[src/core/io_switch_pkg.sv]
package io_switch_pkg;
    localparam int NUM_SRC = 25;
    localparam int NUM_DST = 18;
    localparam int SEL_W = 5;
    localparam int NUM_SLOTS = 8;
    localparam int SLOT_W = 3;
    // Per-line word: {force_high, invert, select}
    localparam int CFG_W = SEL_W + 2;
    localparam int INV_BIT = SEL_W;
    localparam int FORCE_BIT = SEL_W + 1;

    // Source indices
    localparam logic [SEL_W-1:0] SRC_TRIG_IN0 = 5'h00;
    localparam logic [SEL_W-1:0] SRC_SER_RX = 5'h04;
    localparam logic [SEL_W-1:0] SRC_UART1_TX = 5'h05;
    localparam logic [SEL_W-1:0] SRC_STROBE0 = 5'h06;
    localparam logic [SEL_W-1:0] SRC_STROBE1 = 5'h07;
    localparam logic [SEL_W-1:0] SRC_SEQ_PWM_A = 5'h08;
    localparam logic [SEL_W-1:0] SRC_SEQ_PWM_B = 5'h09;
    localparam logic [SEL_W-1:0] SRC_EXPOSE = 5'h0a;
    localparam logic [SEL_W-1:0] SRC_READOUT = 5'h0b;
    localparam logic [SEL_W-1:0] SRC_SEQ_PULSE = 5'h0c;
    localparam logic [SEL_W-1:0] SRC_SEQ_PWM_C = 5'h0d;
    localparam logic [SEL_W-1:0] SRC_SEQ_PWM_D = 5'h0e;
    localparam logic [SEL_W-1:0] SRC_SEQ_ACTIVE = 5'h0f;
    localparam logic [SEL_W-1:0] SRC_DEBOUNCE = 5'h10;
    localparam logic [SEL_W-1:0] SRC_PRESCALE = 5'h11;
    localparam logic [SEL_W-1:0] SRC_SEQ_MASK = 5'h12;
    localparam logic [SEL_W-1:0] SRC_LOGIC = 5'h13;
    localparam logic [SEL_W-1:0] SRC_STROBE2 = 5'h14;
    localparam logic [SEL_W-1:0] SRC_STROBE3 = 5'h15;
    localparam logic [SEL_W-1:0] SRC_LENS_RX = 5'h16;
    localparam logic [SEL_W-1:0] SRC_TRIG_FB = 5'h17;
    localparam logic [SEL_W-1:0] SRC_UART2_TX = 5'h18;

    // Destination indices
    localparam int DST_OD0 = 0;
    localparam int NUM_OD = 4;
    localparam int DST_SER_TX = 4;
    localparam int DST_UART1_RX = 5;
    localparam int DST_CAM_TRIG = 6;
    localparam int DST_SEQ_START = 7;
    localparam int DST_DEBOUNCE = 8;
    localparam int DST_PRESCALE = 9;
    localparam int DST_LOGIC_A = 10;
    localparam int DST_LOGIC_B = 11;
    localparam int DST_LENS_TX = 12;
    localparam int DST_PLOOP0 = 13;
    localparam int NUM_PLOOP = 4;
    localparam int DST_UART2_RX = 17;

    // Logic gate operations
    typedef enum logic [1:0] {LOGIC_AND, LOGIC_OR, LOGIC_XOR, LOGIC_NAND} logic_op_t;

    // Factory default: unused lines stay at a harmless source, lines idle low
    localparam logic [SEL_W-1:0] DEFAULT_SEL = 5'h00;
    localparam logic [CFG_W-1:0] DEFAULT_CFG = {2'b00, DEFAULT_SEL};
endpackage : io_switch_pkg

[src/core/io_switch_matrix.sv]
`timescale 1ns/1ns
// Camera I/O switch matrix with persistent slot storage
module io_switch_matrix
    import io_switch_pkg::*;
#(
    parameter int OD_PRESENT = NUM_OD // Open-drain pins fitted on this model
)(
    input wire logic core_clk, // 250 MHz system clock
    input wire logic srst, // Sync reset, active high
    // Sources
    input wire logic [3:0] trig_in, // External trigger pins
    input wire logic ser_rxd, // Serial receive pin
    input wire logic uart1_txd, // UART1 transmit
    input wire logic [NUM_PLOOP-1:0] ploop_strobe, // Pulse-loop strobes
    input wire logic seq_pwm_out_first, // Sequencer PWM A
    input wire logic seq_pwm_out_b, // Sequencer PWM B
    input wire logic seq_pwm_out_c, // Sequencer PWM C
    input wire logic seq_pwm_out_d, // Sequencer PWM D
    input wire logic seq_pulse, // Sequencer pulse
    input wire logic seq_pwm_mask, // Sequencer PWM-mask pulse
    input wire logic seq_active, // Sequencer active flag
    input wire logic expose_stat, // Exposure in progress
    input wire logic readout_stat, // Readout in progress
    input wire logic debounce_out, // Debouncer result
    input wire logic prescale_out, // Prescaler result
    input wire logic lens_rxd, // Lens receive line
    input wire logic trig_feedback, // Trigger feedback
    input wire logic uart2_txd, // UART2 transmit
    // Destinations
    output logic [NUM_OD-1:0] od_out_o, // Open-drain output level (always 0)
    output logic [NUM_OD-1:0] od_out_oe, // Open-drain enable, high pulls low
    output logic ser_txd, // Serial transmit pin
    output logic uart1_rxd, // UART1 receive
    output logic cam_trigger, // Camera trigger
    output logic seq_hw_start, // Sequencer hardware start
    output logic debounce_in, // Debouncer input
    output logic prescale_in, // Prescaler input
    output logic lens_txd, // Lens transmit line
    output logic [NUM_PLOOP-1:0] ploop_hw_trig, // Pulse-loop triggers
    output logic uart2_rxd, // UART2 receive
    // Configuration port
    input wire logic cfg_wr, // Write one line config
    input wire logic [SEL_W-1:0] cfg_dst, // Destination to write/read
    input wire logic [CFG_W-1:0] cfg_wdata, // {force, invert, select}
    output logic [CFG_W-1:0] cfg_rdata, // Live config of cfg_dst
    input wire logic [1:0] logic_op, // Logic gate operation
    input wire logic [SLOT_W-1:0] config_slot_select, // Slot chosen for load/store
    input wire logic config_slot_load, // Pulse: load chosen slot into live
    input wire logic config_slot_store, // Pulse: store live into chosen slot
    input wire logic config_factory_load, // Pulse: restore factory routing
    output logic cfg_busy // Slot copy in progress
);
    typedef enum {ST_IDLE, ST_LOAD, ST_STORE} copy_state_t;

    logic [CFG_W-1:0] live_cfg_r [NUM_DST];
    logic [CFG_W-1:0] slot_mem [NUM_SLOTS * NUM_DST];
    logic [NUM_DST-1:0] dst_line;
    logic [NUM_SRC-1:0] src_vec;
    logic logic_res_r;
    logic logic_res_nxt;
    copy_state_t state_r;
    logic [SEL_W-1:0] idx_r;
    logic [SLOT_W-1:0] slot_r;
    logic [CFG_W-1:0] mem_rd_r;
    logic mem_rd_vld_r;

    // Source vector assembly
    always_comb begin
        src_vec = '0;
        src_vec[SRC_TRIG_IN0 +: 4] = trig_in;
        src_vec[SRC_SER_RX] = ser_rxd;
        src_vec[SRC_UART1_TX] = uart1_txd;
        src_vec[SRC_STROBE0] = ploop_strobe[0];
        src_vec[SRC_STROBE1] = ploop_strobe[1];
        src_vec[SRC_STROBE2] = ploop_strobe[2];
        src_vec[SRC_STROBE3] = ploop_strobe[3];
        src_vec[SRC_SEQ_PWM_A] = seq_pwm_out_first;
        src_vec[SRC_SEQ_PWM_B] = seq_pwm_out_b;
        src_vec[SRC_SEQ_PWM_C] = seq_pwm_out_c;
        src_vec[SRC_SEQ_PWM_D] = seq_pwm_out_d;
        src_vec[SRC_SEQ_PULSE] = seq_pulse;
        src_vec[SRC_SEQ_MASK] = seq_pwm_mask;
        src_vec[SRC_SEQ_ACTIVE] = seq_active;
        src_vec[SRC_EXPOSE] = expose_stat;
        src_vec[SRC_READOUT] = readout_stat;
        src_vec[SRC_DEBOUNCE] = debounce_out;
        src_vec[SRC_PRESCALE] = prescale_out;
        src_vec[SRC_LOGIC] = logic_res_r;
        src_vec[SRC_LENS_RX] = lens_rxd;
        src_vec[SRC_TRIG_FB] = trig_feedback;
        src_vec[SRC_UART2_TX] = uart2_txd;
    end

    // One registered line per destination
    for (genvar d = 0; d < NUM_DST; d++) begin : g_line
        io_switch_line u_line (
            .core_clk(core_clk),
            .srst(srst),
            .src_vec(src_vec),
            .cfg(live_cfg_r[d]),
            .line_out_r(dst_line[d])
        );
    end

    // Logic module combines destinations 10 and 11
    always_comb begin
        case (logic_op_t'(logic_op))
            LOGIC_AND: logic_res_nxt = dst_line[DST_LOGIC_A] & dst_line[DST_LOGIC_B];
            LOGIC_OR: logic_res_nxt = dst_line[DST_LOGIC_A] | dst_line[DST_LOGIC_B];
            LOGIC_XOR: logic_res_nxt = dst_line[DST_LOGIC_A] ^ dst_line[DST_LOGIC_B];
            LOGIC_NAND: logic_res_nxt = ~(dst_line[DST_LOGIC_A] & dst_line[DST_LOGIC_B]);
            default: logic_res_nxt = 1'b0;
        endcase
    end

    // Registered so the feedback path never forms a combinational loop
    always_ff @(posedge core_clk) begin
        if (srst) begin
            logic_res_r <= 1'b0;
        end else begin
            logic_res_r <= logic_res_nxt;
        end
    end

    // Output registers; absent open-drain pins stay released
    always_ff @(posedge core_clk) begin
        if (srst) begin
            od_out_oe <= '0;
            ser_txd <= 1'b0;
            uart1_rxd <= 1'b0;
            cam_trigger <= 1'b0;
            seq_hw_start <= 1'b0;
            debounce_in <= 1'b0;
            prescale_in <= 1'b0;
            lens_txd <= 1'b0;
            ploop_hw_trig <= '0;
            uart2_rxd <= 1'b0;
        end else begin
            for (int i = 0; i < NUM_OD; i++) begin
                od_out_oe[i] <= (i < OD_PRESENT) && !dst_line[DST_OD0 + i];
            end
            ser_txd <= dst_line[DST_SER_TX];
            uart1_rxd <= dst_line[DST_UART1_RX];
            cam_trigger <= dst_line[DST_CAM_TRIG];
            seq_hw_start <= dst_line[DST_SEQ_START];
            debounce_in <= dst_line[DST_DEBOUNCE];
            prescale_in <= dst_line[DST_PRESCALE];
            lens_txd <= dst_line[DST_LENS_TX];
            ploop_hw_trig <= dst_line[DST_PLOOP0 +: NUM_PLOOP];
            uart2_rxd <= dst_line[DST_UART2_RX];
        end
    end

    // Open drain only ever pulls low
    always_ff @(posedge core_clk) begin
        od_out_o <= '0;
    end

    // Slot copy sequencer; one line per cycle, commands ignored while busy
    always_ff @(posedge core_clk) begin
        if (srst) begin
            state_r <= ST_IDLE;
            idx_r <= '0;
            slot_r <= '0;
        end else begin
            case (state_r)
                ST_IDLE: begin
                    idx_r <= '0;
                    slot_r <= config_slot_select;
                    if (config_slot_load) begin
                        state_r <= ST_LOAD;
                    end else if (config_slot_store) begin
                        state_r <= ST_STORE;
                    end
                end
                ST_LOAD: begin
                    // Memory read lags one cycle, so run one extra step
                    if (idx_r == SEL_W'(NUM_DST)) begin
                        state_r <= ST_IDLE;
                    end
                    idx_r <= idx_r + 1'b1;
                end
                ST_STORE: begin
                    if (idx_r == SEL_W'(NUM_DST - 1)) begin
                        state_r <= ST_IDLE;
                    end
                    idx_r <= idx_r + 1'b1;
                end
                default: state_r <= ST_IDLE;
            endcase
        end
    end

    // Persistent slot array, synchronous read and write
    always_ff @(posedge core_clk) begin
        mem_rd_r <= slot_mem[slot_r * NUM_DST + (idx_r < SEL_W'(NUM_DST) ? idx_r : '0)];
        if (state_r == ST_STORE) begin
            slot_mem[slot_r * NUM_DST + idx_r] <= live_cfg_r[idx_r];
        end
    end

    always_ff @(posedge core_clk) begin
        if (srst) begin
            mem_rd_vld_r <= 1'b0;
        end else begin
            mem_rd_vld_r <= (state_r == ST_LOAD) && (idx_r < SEL_W'(NUM_DST));
        end
    end

    // Live configuration: factory restore beats slot load beats port write
    always_ff @(posedge core_clk) begin
        if (srst) begin
            for (int d = 0; d < NUM_DST; d++) begin
                live_cfg_r[d] <= DEFAULT_CFG;
            end
        end else if (config_factory_load && state_r == ST_IDLE) begin
            for (int d = 0; d < NUM_DST; d++) begin
                live_cfg_r[d] <= DEFAULT_CFG;
            end
        end else if (mem_rd_vld_r) begin
            live_cfg_r[idx_r - 1'b1] <= mem_rd_r;
        end else if (cfg_wr && state_r == ST_IDLE && cfg_dst < SEL_W'(NUM_DST)) begin
            live_cfg_r[cfg_dst] <= cfg_wdata;
        end
    end

    // Readback and busy status
    always_ff @(posedge core_clk) begin
        if (srst) begin
            cfg_rdata <= '0;
            cfg_busy <= 1'b0;
        end else begin
            cfg_rdata <= (cfg_dst < SEL_W'(NUM_DST)) ? live_cfg_r[cfg_dst] : '0;
            cfg_busy <= (state_r != ST_IDLE) || config_slot_load || config_slot_store;
        end
    end
endmodule : io_switch_matrix

[src/core/io_switch_line.sv]
`timescale 1ns/1ns
// One destination line: select, invert, force, registered
module io_switch_line
    import io_switch_pkg::*;
(
    input wire logic core_clk, // System clock
    input wire logic srst, // Sync reset, active high
    input wire logic [NUM_SRC-1:0] src_vec, // All matrix sources
    input wire logic [CFG_W-1:0] cfg, // Live line configuration
    output logic line_out_r // Registered line value
);
    logic sel_bit;
    logic line_nxt;

    // Out-of-range selector reads as low rather than wrapping
    always_comb begin
        sel_bit = 1'b0;
        if (cfg[SEL_W-1:0] < SEL_W'(NUM_SRC)) begin
            sel_bit = src_vec[cfg[SEL_W-1:0]];
        end
        line_nxt = (cfg[FORCE_BIT] | sel_bit) ^ cfg[INV_BIT];
    end

    // Register removes any decode glitch on the pin
    always_ff @(posedge core_clk) begin
        if (srst) begin
            line_out_r <= 1'b0;
        end else begin
            line_out_r <= line_nxt;
        end
    end
endmodule : io_switch_line

[config.mk]
export PLATFORM = sky130hd
export DESIGN_NAME = io_switch_matrix
export DESIGN_NICKNAME = d
export VERILOG_FILES = /design/src/core/io_switch_pkg.sv /design/src/core/io_switch_matrix.sv /design/src/core/io_switch_line.sv
export SDC_FILE = /design/constraint.sdc
export NUM_CORES = 2
export LEC_CHECK = 0
export ABC_AREA = 0
export BUFFER_PORTS_ARGS = -buffer_cell sky130_fd_sc_hd__buf_2
export CAP_MARGIN = 15
export CORE_UTILIZATION = 45
export DETAILED_ROUTE_END_ITERATION = 7
export PLACE_DENSITY = 0.59
export RECOVER_POWER = 25
export SYNTH_ARGS = -nofsm -noshare
export SYNTH_HDL_FRONTEND = slang
export SYNTH_SLANG_ARGS = --single-unit
[constraint.sdc]
create_clock -name core_clk -period 6.7 [get_ports core_clk]
set_clock_uncertainty 0.15 [all_clocks]
set_input_delay 0.67 -clock core_clk [delete_from_list [all_inputs] [get_ports core_clk]]
set_output_delay 0.67 -clock core_clk [all_outputs]
set_load 0.02 [all_outputs]
Yosys cells after proc, flatten, opt, wreduce, memory -nomap -nowiden. Memory sizes are Yosys's and may differ from the RTL's. A register that Yosys moved wholly into a read port is not among the register bits. Index checks and enable logic that the tools add are counted.

Logic and storage cells: 274. Bits in registers: 77. RAM bits: 1134. Memories kept: 2. Output and inout bits: 28.

Memory list: slot_mem (words 144, bits a word 7, rd ports 1, clocked after Yosys merged registers in 1, wr ports 1, line io_switch_matrix.sv:56) `logic [CFG_W-1:0] slot_mem [NUM_SLOTS * NUM_DST];`; live_cfg_r (words 18, bits a word 7, rd ports 20, clocked after Yosys merged registers in 2, wr ports 18, line io_switch_matrix.sv:55) `logic [CFG_W-1:0] live_cfg_r [NUM_DST];`.

$lt $le $gt $ge: 38. Equality and inequality tests: 12. Bitwise operators: 59. Multiply operators: 1. $add $sub $neg: 4. Reduce and logical (&&, ||, !) cells: 20. Multiplexer cells: 104.

Operators with widths (number): 2-to-1 mux 7 bit (20); 2-to-1 mux 32 bit (4); less-than comparator 5 x 6 -> 1 bit, second input constant (18); less-than comparator 5 bit, second input constant (20); one-hot mux 32 bit (3 select lines) (1); binary-select mux 1 bit (select 5 bit) (18); == test 32 x 2 -> 1 bit, second input constant (2); logical NOT 32 bit (2); 2-to-1 mux 1 bit (54); bitwise OR 1 bit (37); == test 32 x 1 -> 1 bit, second input constant (1); == test 32 x 3 -> 1 bit, second input constant (1); nonzero test 32 bit (1); 2-to-1 mux 5 bit (5); XOR 1 bit (19); adder 8 x 5 -> 8 bit (2); OR reduction 7 bit (2); == test 5 bit, second input constant (2); one-hot mux 5 bit (2 select lines) (1); multiplier 3 x 4 -> 7 bit, second input constant (1); adder 5 x 1 -> 5 bit, second input constant (1); subtractor 5 x 1 -> 5 bit, second input constant (1); == test 2 bit, second input constant (2); logical AND 1 bit (4); other kinds (12) (19).

Depth between registers and ports, before layout.
Word-level depth: 10. Mapped depth: 15. Mapped depth without buffers: 13.

Cells and area by module. Synthesis repeated with hierarchy kept, for this count alone.

Cells, all modules: 3909. Area, all modules: 57253.7 um^2.

By module, submodules not included: io_switch_matrix (instances 1, area each 51893.5 um^2, seq. area each 37956.4 um^2, cells an instance 3333); io_switch_line (instances 18, area each 297.8 um^2, seq. area each 20.0 um^2, cells an instance 32).

Worst setup path before layout. No wires, ideal clock.

Path type: reg-to-reg. From: reg idx_r[1]. To: reg mem_rd_r[5], read port of slot_mem. Stages on the path, launching flop included: 15. Arrival time: 3.393 ns. Setup slack: 3.023 ns. Setup time: 0.134 ns. Cell sequence: dfxtp_1 inv_1 nor2_1 ha_1 inv_1 fa_1 nand2b_1 a21oi_1 xnor2_1 clkbuf_1 nor2_1 o2111ai_1 a41o_1 nand3_1 or4b_1.

Longest elaborated chain between the ends: 3.

Ends and longest elaborated chain: start, declared (line io_switch_matrix.sv:62) `logic [SEL_W-1:0] idx_r;`; start signal, assigned (line io_switch_matrix.sv:181) `idx_r <= idx_r + 1'b1;`; start signal, assigned (line io_switch_matrix.sv:187) `idx_r <= idx_r + 1'b1;`; less-than comparator 5 bit (line io_switch_matrix.sv:196) `mem_rd_r <= slot_mem[slot_r * NUM_DST + (idx_r < SEL_W'(NUM_DST) ? idx_r : '0)];`; 2-to-1 mux 5 bit (*) (line io_switch_matrix.sv:196); adder 8 x 5 -> 8 bit (*) (line io_switch_matrix.sv:196); end, declared (line io_switch_matrix.sv:64) `logic [CFG_W-1:0] mem_rd_r;`.

Every way passes the cells marked *; elsewhere a longest branch is shown, timed or not. A chain may end at the register's enable or synchronous reset.

==> metrics.md <==
| Metric | Value |
|---|---|
| Synth area leader | edfxtp_1 |
| Final hold vios | 0 |
| R2r setup slk | between 1000 and 1500 ps |
| Total CTS buffers | 140 |
| Post-Place Cell Area | 0.05838 mm^2 |
| Final Critical Period | 5514 ps |
| DIE HEIGHT | between 300 and 400 um |
| First-pass GRT wire length | roughly 230000 um |
| Final setup violation count | 0 |
| Clk slew on worst S/H paths | about 60 ps |
| Layout area overhead | 11.01% |
| Share of cells above drive strength 1 | 18.09% |
| DRT iter0 DRCs | 4110 |
| Seq pwr share | approximately 47% |
| Gr usage total | 24.88% |
| Max Clock Freq | approximately 180 MHz |
| Initial antenna violation count | 4 |
| Crit path max fanout | 99 |
| Initial core utilization | 45.51% |
| Global route overflow | 0 |
| Final wirelength | 157500 um |
| Worst setup path category | register to register |
| TritonCTS Sinks | 1298 |
| Status | finished, violations left |
| Post-synth EDFFs | 1232 |
| Remaining DRCs | 7 |
| Post-route setup TNS | 0 ps |
| Violated checks | design-rule violations, max-capacitance violations, max-slew violations |
| Mapped Area | approximately 0.056 mm^2 |
| Final period util | 82.30% |
| YS warnings | 0 |
| CP Data Required Time | 6950 ps |
| Hold EP | logic_res_r |
| Leakage power | between 20 and 25 nW |
| Post-cts resize count | 0 |
| Port bufs | 70 |
| Nature of the critical path startpoint | register |
| Vias | 33367 |
| # nets final | 3625 |
| WHS Path Cells | 4 |
| Average size of a mapped cell | roughly 16 um^2 |
| Rel. slew slack | -109.1% |
| Fin. max-slew vios | 888 |
| Main synth FF type | edfxtp_1 |
| Std cell rows | roughly 130 |
| CTS tree | yes |
| P per Cell Area | roughly 330 mW/mm^2 |
| Synth Register Bits | 1298 |
| Die extent in x | 356.1 um |
| Distinct cells, synth | 65 |
| Final Wtd Congestion | 0.8681 |
| Yosys top cell area share | 65.58% |
| Dpl hpwl | 97800 um |
| Sequential share of the synthesized area | 67.92% |
| DRT antenna net count | 0 |
| Commonest non-fill, non-tap cell in the layout | edfxtp_1 |
| Switch share | between 20% and 30% |
| Post-route cell area | 0.06263 mm^2 |
| Power after layout | roughly 21 mW |
| Worst skew pair latency | 780 ps |
| Clock buffer depth | 3 |
| Area contributors post-synth | edfxtp_1 66%, mux4_2 13%, nor2_1 2.6% |
| Max cap viols | 11 |
| Mapped Cells | 3555 |
| Worst Path Arrival | between 5000 and 6000 ps |
| Comb power frac | 17.4% |
| Post-CTS setup buffer count | 0 |
| Hold Crit Start | logic_op[1] |
| P_int | about 15 mW |
| Vias in the first global route | 32182 |
| Core area | 0.1240 mm^2 |
| Worst vdd ir | 0.2828 mV |
| Leading cell types in the layout, fill and taps excluded | 1232 x edfxtp_1, 398 x nor2_1, 358 x nand2_1, 338 x mux4_2, 145 x clkbuf_16 |
| Worst min-delay path category | input port to register |
| R2R depth | 5 |
| Die Area | roughly 0.13 mm^2 |
| # diodes | 0 |
| Clock network fraction of design power | 35.8% |
| H-tree depth | 4 |
| Largest net degree at the start of global routing | 145 |
| Worst setup EP type | register |
| 1st-pass router iterations | 8 |
| Wire length per cell | 29.70 um |
| Worst r2r dst | slot_mem[47][4] |
| IO Count | 75 |
| Asr flop ratio synth | 0% |
| Worst slew pin tran | 3136 ps |
| P_sw | 5.922 mW |
| Clk Tree Root Cell | clkbuf_16 |
| Via density | ~6.3 |
| RSZ-0062 raised after global routing | no |
==> worst max-delay path, cell delays in order, from the launching register on <==
cell and delay, ps:
dfxtp_1 1510, buf_4 500, mux4_2 350, mux4_2 310
mux2_1 1230, buf_4 1020
==> state kept, by name, summed over array words and instances (netlist names), named ones only <==
register                  flops
ploop_hw_trig                 4
lens_txd                      1
cam_trigger                   1
uart2_rxd                     1
prescale_in                   1
live_cfg_r                  224
uart1_rxd                     1
mem_rd_vld_r                  1
od_out_oe                     4
logic_res_r                   1
mem_rd_r                      7
seq_hw_start                  1
ser_txd                       1
state_r                       2
slot_r                        3
g_line.u_line.line_out_r     18
idx_r                         5
cfg_rdata                     7
debounce_in                   1
slot_mem                   1008
cfg_busy                      1
==> cells by family after synthesis <==
kind of cell | synth area share [%]
AO/OA/AOI/OAI | 5.232
XOR/XNOR | 0.4813
adder cells (fa/ha/maj) | 0.4702
buffers and inverters | 2.063
flip-flops | 67.92
multiplexers | 15.68
other | 0.006647
AND/OR/NAND/NOR | 8.151
==> power by group through the flow <==
stage	Clock, mW	Sequential (mW)	Combinational [mW]
2_1_floorplan	0	9.74	2.38
3_3_place_gp	0	9.91	3.63
3_5_place_dp	0	9.91	3.67
4_1_cts	7.55	9.74	3.68
5_1_grt	7.84	9.79	3.85
6_report	7.46	9.76	3.63
==> per-layer routing <==
layer | vias up | share of wire (%) | GRT usage [%]
met5 | - | 0 | 0
met4 | 0 | 2.7 | 7.296
met3 | 244 | 7.8 | 3.703
met2 | 1636 | 48 | 38.90
met1 | 17385 | 42 | 36.25
li1 | 14102 | - | -
==> cells in the mapped netlist (all sizes together) (4+ instances only) <==
| master | count |
|---|---|
| a211o | 5 |
| a211oi | 77 |
| a21oi | 80 |
| a221oi | 8 |
| a22oi | 52 |
| a31oi | 34 |
| a32oi | 31 |
| a41oi | 12 |
| and2 | 4 |
| and3 | 52 |
| buf | 55 |
| clkbuf | 215 |
| dfxtp | 66 |
| edfxtp | 1232 |
| ha | 18 |
| inv | 17 |
| mux2 | 24 |
| mux2i | 96 |
| mux4 | 338 |
| nand2 | 360 |
| nand2b | 8 |
| nand3 | 80 |
| nand4 | 22 |
| nand4bb | 6 |
| nor2 | 398 |
| nor2b | 24 |
| nor3 | 15 |
| nor4 | 12 |
| nor4b | 18 |
| o2111ai | 10 |
| o211ai | 13 |
| o21ai | 37 |
| o22ai | 9 |
| o311ai | 32 |
| or3 | 29 |
| xnor2 | 6 |
| xor2 | 25 |
==> worst max path at each step <==
| stage | from | end | slack [ps] | cells past startpoint |
|---|---|---|---|---|
| 2_1_floorplan | idx_r[1] | mem_rd_r[5] | 3020 | 14 |
| 3_3_place_gp | idx_r[1] | mem_rd_r[5] | 1440 | 12 |
| 3_5_place_dp | idx_r[1] | mem_rd_r[5] | 1430 | 12 |
| 4_1_cts | idx_r[1] | mem_rd_r[5] | 1430 | 12 |
| 5_1_grt | register | slot_mem[45][4] | 620 | 5 |
| 6_report | register | slot_mem[47][4] | 1190 | 5 |
==> per-stage QoR <==
step	setup WS [ps]	std cells	utilization (%)	hold slack, ps
2_1_floorplan	3023	3558	-	212.7
3_3_place_gp	1441	5051	47.09	216.1
3_5_place_dp	1431	5051	47.09	217.9
4_1_cts	1434	5302	50.64	102.0
5_1_grt	622.0	5302	50.52	134.7
6_report	1186	5302	50.52	146.8
==> layout make-up <==
type,instances,area [um^2]
Clock buffer,186,3812
Sequential cell,1298,38320
Multi-Input combinational cell,1973,17050
Timing Repair Buffer,128,763.2
Fill cell,10313,61330
Inverter,17,63.81
Tap cell,1637,2048
Clock inverter,63,566.8
==> what timing repair did <==
action | CTS | global route
hold buffers | 2 | 0
setup endpoints to repair | 0 | 0
endpoints found under the hold margin | 2 | 0
Note: power is estimated with default switching activity, not from simulation.
